[config.mk]
export PLATFORM = sky130hd
export DESIGN_NAME = irrtx_top
export DESIGN_NICKNAME = d
export VERILOG_FILES = /design/src/logic/irrtx_pkg.sv /design/src/logic/irrtx_top.sv
export SDC_FILE = /design/constraint.sdc
export NUM_CORES = 1
export LEC_CHECK = 0
export ABC_AREA = 1
export BUFFER_PORTS_ARGS = -buffer_cell sky130_fd_sc_hd__buf_2
export CORE_ASPECT_RATIO = 2
export CORE_MARGIN = 1
export CORE_UTILIZATION = 36
export DETAILED_ROUTE_END_ITERATION = 10
export GPL_TIMING_DRIVEN = 0
export PLACE_DENSITY = 0.56
export SLEW_MARGIN = 20
export SYNTH_ARGS = -nofsm -noshare
export SYNTH_HDL_FRONTEND = slang
export SYNTH_SLANG_ARGS = --single-unit
[constraint.sdc]
create_clock -name clk_i -period 4.6 [get_ports clk_i]
set_clock_uncertainty 0.15 [all_clocks]
set_input_delay 0.23 -clock clk_i [delete_from_list [all_inputs] [get_ports clk_i]]
set_output_delay 0.23 -clock clk_i [all_outputs]
set_load 0.05 [all_outputs]
[src/logic/irrtx_pkg.sv]
// irrtx_pkg: register map, field positions and reset values of the ir remote transmitter
package irrtx_pkg;

  localparam int unsigned ADDR_W = 8;
  localparam int unsigned DATA_W = 32;
  localparam int unsigned LEN_W  = 16;

  // register byte offsets
  localparam logic [7:0] OFS_CONTROL = 8'h00;
  localparam logic [7:0] OFS_PULSE   = 8'h04;
  localparam logic [7:0] OFS_BITLEN  = 8'h08;
  localparam logic [7:0] OFS_COUNT   = 8'h0C;
  localparam logic [7:0] OFS_STATUS  = 8'h10;
  localparam logic [7:0] OFS_MASK    = 8'h14;

  // bit_counter_control fields
  localparam int unsigned CTL_RUN     = 0;
  localparam int unsigned CTL_RESET   = 1;
  localparam int unsigned CTL_PRESET  = 2;
  localparam int unsigned CTL_COMPARE_BUFFER_ENABLE   = 3;
  localparam int unsigned CTL_ONESHOT = 4;

  // status_flag_reg fields: sticky events and read-only busy flags
  localparam int unsigned STS_AP      = 0;
  localparam int unsigned STS_DB      = 1;
  localparam int unsigned STS_AP_BUSY = 8;
  localparam int unsigned STS_DB_BUSY = 9;
  localparam int unsigned EVT_W       = 2;

  // reset values
  localparam logic [15:0] RST_LEN   = 16'h0000;
  localparam logic [15:0] RST_COUNT = 16'h0000;
  localparam logic [1:0]  RST_EVT   = 2'h0;
  localparam logic [1:0]  RST_MASK  = 2'h0;

endpackage : irrtx_pkg

[src/logic/irrtx_top.sv]
// irrtx_top: compare buffers, data-bit counter and wishbone registers of the ir remote transmitter
module irrtx_top
(
  input  wire logic        clk_i,
  input  wire logic        rst_i,
  input  wire logic        wb_cyc_i,
  input  wire logic        wb_stb_i,
  input  wire logic        wb_we_i,
  input  wire logic [7:0]  wb_adr_i,
  input  wire logic [3:0]  wb_sel_i,
  input  wire logic [31:0] wb_dat_i,
  output logic      [31:0] wb_dat_o,
  output logic             wb_ack_o,
  output logic             irq_o,
  output logic             ir_led_o
);

  // control state
  logic        counter_run_bit;
  logic        preset_bit;
  logic        compare_buffer_enable;
  logic        one_shot;
  logic [15:0] active_pulse_length;
  logic [15:0] data_bit_length;
  logic [15:0] pulse_buffer;
  logic [15:0] bit_buffer;
  logic        pulse_length_busy;
  logic        bit_length_busy;
  logic [15:0] bit_counter_value;
  logic [1:0]  event_flags;
  logic [1:0]  event_mask;

  // bus decode
  wire         bus_req      = wb_cyc_i && wb_stb_i && !wb_ack_o;
  wire         bus_wr       = bus_req && wb_we_i;
  wire         sel_control  = (wb_adr_i == irrtx_pkg::OFS_CONTROL);
  wire         sel_pulse    = (wb_adr_i == irrtx_pkg::OFS_PULSE);
  wire         sel_bitlen   = (wb_adr_i == irrtx_pkg::OFS_BITLEN);
  wire         sel_count    = (wb_adr_i == irrtx_pkg::OFS_COUNT);
  wire         sel_status   = (wb_adr_i == irrtx_pkg::OFS_STATUS);
  wire         sel_mask     = (wb_adr_i == irrtx_pkg::OFS_MASK);
  wire         wr_ctl_lo    = bus_wr && sel_control && wb_sel_i[0];
  wire         wr_status    = bus_wr && sel_status && wb_sel_i[0];
  wire         wr_mask      = bus_wr && sel_mask && wb_sel_i[0];

  // byte-lane merge of a 16-bit length field
  function automatic logic [15:0] merge16(input logic [15:0] old_v,
                                          input logic [31:0] wdat,
                                          input logic [3:0]  sel);
    logic [15:0] res;
    res = old_v;
    if (sel[0])
    begin
      res[7:0] = wdat[7:0];
    end
    if (sel[1])
    begin
      res[15:8] = wdat[15:8];
    end
    return res;
  endfunction

  wire         len_lanes    = wb_sel_i[0] || wb_sel_i[1];
  wire         wr_pulse     = bus_wr && sel_pulse && len_lanes && !pulse_length_busy;
  wire         wr_bitlen    = bus_wr && sel_bitlen && len_lanes && !bit_length_busy;

  // software reset: a one written to the counter reset bit
  wire         soft_reset   = wr_ctl_lo && wb_dat_i[irrtx_pkg::CTL_RESET];
  wire         preset_req   = wr_ctl_lo && wb_dat_i[irrtx_pkg::CTL_PRESET];

  wire  [15:0] eff_pulse    = compare_buffer_enable ? pulse_buffer : active_pulse_length;
  wire  [15:0] eff_bitlen   = compare_buffer_enable ? bit_buffer : data_bit_length;

  wire         active_pulse_compare = counter_run_bit && (bit_counter_value == eff_pulse);
  wire         data_bit_compare     = counter_run_bit && (bit_counter_value == eff_bitlen);

  // buffers reload at the end of each data bit, on preset, or at once while idle,
  // so with compare buffers enabled a new length never disturbs the bit that is already being sent
  wire         load_buffers = data_bit_compare || preset_req || !counter_run_bit;
  // one-shot stops after one data bit; the same end of bit also clears the counter
  wire         one_shot_end = data_bit_compare && one_shot;

  wire  [1:0]  new_events   = {data_bit_compare, active_pulse_compare};
  wire  [1:0]  clear_events = wr_status ?
                              wb_dat_i[irrtx_pkg::STS_DB:irrtx_pkg::STS_AP] : 2'h0;
  // set wins over a simultaneous write-one-to-clear
  wire  [1:0]  next_events  = (event_flags & ~clear_events) | new_events;
  wire  [1:0]  next_mask    = wr_mask ?
                              wb_dat_i[irrtx_pkg::STS_DB:irrtx_pkg::STS_AP] : event_mask;

  wire         next_run     = soft_reset ? 1'b0 :
                              wr_ctl_lo ? (wb_dat_i[irrtx_pkg::CTL_RUN] && !wb_dat_i[irrtx_pkg::CTL_RESET]) :
                              one_shot_end ? 1'b0 : counter_run_bit;

  // counter cleared by soft reset, preset or end of bit
  wire  [15:0] next_count   = (soft_reset || preset_req || data_bit_compare) ? irrtx_pkg::RST_COUNT :
                              counter_run_bit ? bit_counter_value + 16'h0001 : bit_counter_value;

  // busy set on write with buffers on
  // busy cleared on transfer, set wins
  wire         next_pulse_busy = compare_buffer_enable &&
                                 ((wr_pulse) || (pulse_length_busy && !load_buffers));
  wire         next_bit_busy   = compare_buffer_enable &&
                                 ((wr_bitlen) || (bit_length_busy && !load_buffers));

  // read mux
  wire  [31:0] status_word  = {22'h000000, bit_length_busy, pulse_length_busy, 6'h00, event_flags};
  wire  [31:0] control_word = {27'h0000000, one_shot, compare_buffer_enable, preset_bit, 1'b0, counter_run_bit};
  // busy flags read meaningfully only with buffers enabled
  wire  [31:0] next_rdata   = sel_control ? control_word :
                              sel_pulse   ? {16'h0000, active_pulse_length} :
                              sel_bitlen  ? {16'h0000, data_bit_length} :
                              sel_count   ? {16'h0000, bit_counter_value} :
                              sel_status  ? status_word :
                              sel_mask    ? {30'h00000000, event_mask} : 32'h00000000;

  wire         next_led     = next_run && (next_count < eff_pulse);

  // bus answer: every access acked one cycle after it is seen, unmapped reads zero
  always_ff @(posedge clk_i)
  begin
    if (rst_i)
    begin
      wb_ack_o <= 1'b0;
      wb_dat_o <= 32'h00000000;
    end
    else
    begin
      wb_ack_o <= bus_req;
      wb_dat_o <= bus_req ? next_rdata : wb_dat_o;
    end
  end

  // run and preset cleared by both resets
  always_ff @(posedge clk_i)
  begin
    if (rst_i)
    begin
      counter_run_bit       <= 1'b0;
      preset_bit            <= 1'b0;
      compare_buffer_enable <= 1'b0;
      one_shot              <= 1'b0;
    end
    else
    begin
      counter_run_bit <= next_run;
      preset_bit      <= 1'b0;
      if (wr_ctl_lo && !soft_reset)
      begin
        compare_buffer_enable <= wb_dat_i[irrtx_pkg::CTL_COMPARE_BUFFER_ENABLE];
        one_shot              <= wb_dat_i[irrtx_pkg::CTL_ONESHOT];
      end
    end
  end

  // length registers and compare buffers
  always_ff @(posedge clk_i)
  begin
    if (rst_i)
    begin
      active_pulse_length <= irrtx_pkg::RST_LEN;
      data_bit_length     <= irrtx_pkg::RST_LEN;
      pulse_buffer        <= irrtx_pkg::RST_LEN;
      bit_buffer          <= irrtx_pkg::RST_LEN;
    end
    else
    begin
      if (wr_pulse)
      begin
        active_pulse_length <= merge16(active_pulse_length, wb_dat_i, wb_sel_i);
      end
      if (wr_bitlen)
      begin
        data_bit_length <= merge16(data_bit_length, wb_dat_i, wb_sel_i);
      end
      if (load_buffers)
      begin
        pulse_buffer <= active_pulse_length;
        bit_buffer   <= data_bit_length;
      end
    end
  end

  // busy flags and counter
  always_ff @(posedge clk_i)
  begin
    if (rst_i)
    begin
      pulse_length_busy <= 1'b0;
      bit_length_busy   <= 1'b0;
      bit_counter_value <= irrtx_pkg::RST_COUNT;
    end
    else
    begin
      pulse_length_busy <= next_pulse_busy;
      bit_length_busy   <= next_bit_busy;
      bit_counter_value <= next_count;
    end
  end

  // events, mask, interrupt and led drive
  always_ff @(posedge clk_i)
  begin
    if (rst_i)
    begin
      event_flags <= irrtx_pkg::RST_EVT;
      event_mask  <= irrtx_pkg::RST_MASK;
      irq_o       <= 1'b0;
      ir_led_o    <= 1'b0;
    end
    else
    begin
      event_flags <= next_events;
      event_mask  <= next_mask;
      irq_o       <= |(next_events & next_mask);
      ir_led_o    <= next_led;
    end
  end

endmodule // irrtx_top

==> metrics.cfg <==
[run_status]
status = finished clean

[synth]
yosys.area.top_type_share_pct = 36.92
synth_edf_count = 0
ys_seq_elements = 108
netlist_area_um2 = 5857
async_flop_share_pct = 0
yosysUniqueCellTypes = 40
synth.most_common_cell = nand2_1
yosysSeqAreaShare_pct = 36.92
synthFlopType = dfxtp_1
yosys_warnings = 0
synth_commonest_cells = nand2_1 (176), dfxtp_1 (108), a21oi_1 (95)
synth_top_area_cell = dfxtp_1
synthCells = 835
post_synth.cell_area_avg_um2 = 7.014
synth_area_leaders = dfxtp_1 (37%), nand2_1 (11%), a21oi_1 (8.1%)

[detailed_routing]
routed_wl_um = 20170
firstDrtPassIters = 6
first_iter_violations = 313
post_drt_wl_per_cell_um = 18.06
viasPerCell = 5.146
drc = 0
vias = 5748
ant_nets = 0

[sta]
fin_ws_ns = 0.9953
final.setup.tns_ns = 0
slew_headroom_pct = 43.43
hold_viol_final = 0
worstMarginPinSlew_ns = 0.8421
setup_violations = 0
min_period_over_period_pct = 78.36
whs_ns = 0.007144
rsz0062_at_grt = false
min_period_ns = 3.605
slew_viol_final = 0
max_freq_ghz = 0.2774

[grt]
grt_usage_pct = 24.96
grt_max_degree = 19
grt_antenna_before_repair = 0
grt_pass1_vias = 5656
overflow = 0
grt_first_pass_wirelength_um = 30660

[critical_path]
r2r-start = compare_buffer_enable
crit_family = simple AND/OR/NAND/NOR gates
reg2reg_slack_ns = 1.0
path_cells = buf_4 > buf_2 > nand2_1 > o21ai_0 > nand2_1 > nand2_1 > nand2_1 > nor2_1 > nand3_2 > nand2_1 > buf_2 > nor2_1 > ha_1 > a21oi_1 > nor2_1 > a211oi_1 > o21ai_0 > nand3_1 > nand3_1 > a21oi_1
required_ns = 4.75
endpoint_kind = flop
crit_path_start_kind = flop
worst-setup-path-type = reg -> reg
cp_slowest_cell = nand2_1
cp.buffers_inverters = 3
crit_fanout = 10
reg2reg_depth = 20
crit_arrival_ns = 3.76
worst_path_largest_cell_delay_ns = 0.35
worstReg2RegEnd = ir_led_o
path_common_cell = nand2_1

[placed_design]
detailed_place_hpwl_um = 16620
portBuffers = 49
routabilityCongestion = 0.9145
post-place-ws_ns = 1.005
dpl_cell_area_um2 = 6410
dpl.cell_count = 1100

[finish]
area_growth_pct = 15.25
drive_above_1_share_pct = 13.54
diodes = 0
fin_area_um2 = 6750
post-route-util_pct = 42.56
final_cells = 1117
layout.nets = 976

[clock_network]
htree_levels = 3
path_clk_slew_ns = 0.07
cts_buffers = 9
cts_tree = yes
post_cts_buffers = 0
clk_latency_ns = 0.37
clockBufferDepth = 2
post_cts_resized = 0
numClockSinks = 108
root_buffer = clkbuf_16

[flow_run]
maxCapViolations = 0

[power]
irDropWorstVdd_v = 0.0002151
p_leak_nw = 2.934
power_mw = 1.938
p_per_area_nw_per_um2 = 287.1

[floorplanning]
row_count = 65
core-area_um2 = 15860
io_pins = 84
die_y_um = 182.4
chipWidth_um = 92.19
die-area_um2 = 16810
initial_core_util_pct = 36.93

[hold_path]
hold_depth = 3
min_from = wb_dat_i[9]
hp-class = in -> reg
hold_end = active_pulse_length[9]

-- per-layer routing --
metal	vias to the layer above	part of all wire [%]	global-route usage (%)
met1	2577	35	23.85
met4	0	7.1	18.56
met2	196	54	47.19
met3	70	3.4	3.333
li1	2905	-	-
met5	-	0	0
-- final cells by class --
cell class | instances | area, um^2
flip-flops and latches | 108 | 2162
clock buffers | 10 | 239.0
multi-input cells | 595 | 3072
fillers | 1679 | 9109
repair buffers | 50 | 255.2
clock inverters | 6 | 91.34
inverters | 92 | 345.3
well taps | 201 | 251.5
plain buffers | 55 | 334.1
-- state kept, by name (all words and copies together) (netlist names), 2 cells and up --
| signal | cells |
|---|---|
| bit_counter_value | 16 |
| active_pulse_length | 16 |
| event_mask | 2 |
| data_bit_length | 16 |
| bit_buffer | 16 |
| wb_dat_o | 16 |
| pulse_buffer | 16 |
| event_flags | 2 |
-- worst reg2reg max path: stages (launching register included) --
cell	delay, ns
dfxtp_1	0.32
buf_4	0.13
buf_2	0.25
nand2_1	0.10
o21ai_0	0.08
nand2_1	0.06
nand2_1	0.15
nand2_1	0.09
nor2_1	0.12
nand3_2	0.20
nand2_1	0.35
buf_2	0.29
nor2_1	0.08
ha_1	0.31
a21oi_1	0.22
nor2_1	0.07
a211oi_1	0.15
o21ai_0	0.12
nand3_1	0.08
nand3_1	0.07
a21oi_1	0.14
-- worst max-delay path by stage --
stage / startpoint / end / slack, ns / cells after the start
2_1_floorplan: wb_ack_o / ir_led_o / 1.68 / 17
3_3_place_gp: compare_buffer_enable / ir_led_o / 0.98 / 20
3_5_place_dp: compare_buffer_enable / ir_led_o / 1.01 / 21
4_1_cts: compare_buffer_enable / ir_led_o / 0.99 / 21
5_1_grt: compare_buffer_enable / ir_led_o / 0.63 / 20
6_report: compare_buffer_enable / ir_led_o / 1.0 / 20
-- where the power goes --
part,internal [mW],switching (mW),total (mW)
Sequential,0.935,0.000611,0.935
Clock,0.498,0.389,0.887
Combinational,0.0320,0.0839,0.116
-- kinds of logic (layout without fill, tap and decap cells) --
group           Yosys count  in the layout  share of synthesized area, %
flops                   108            108                         36.92
xor+xnor                 22             22                         3.290
fa+ha+maj                16             16                         3.418
buf+inv                 147            213                         11.60
compound gates          231            231                         21.34
other cells               1             16                       0.06403
simple gates            310            310                         23.37
-- cells in the final DEF, fill, tap and decap left out, types with 7 or more instances in the layout --
cell / synthesis / routed
nand2_1: 176 / 176
dfxtp_1: 108 / 108
a21oi_1: 95 / 95
inv_1: 88 / 88
o21ai_0: 77 / 77
buf_2: 12 / 61
nor2_1: 48 / 48
nand3_1: 33 / 33
o21ai_1: 26 / 26
xor2_1: 22 / 22
buf_4: 20 / 20
nor3_1: 19 / 19
clkbuf_1: 16 / 16
ha_1: 16 / 16
conb_1: 1 / 16
o221ai_1: 12 / 12
clkbuf_16: 0 / 9
nand4_1: 7 / 7
-- what timing repair did --
action,CTS,global route
setup endpoints to repair,0,0
hold buffers,1,0
hold endpoints to repair,1,0
Power figures use the tool's default switching activity.
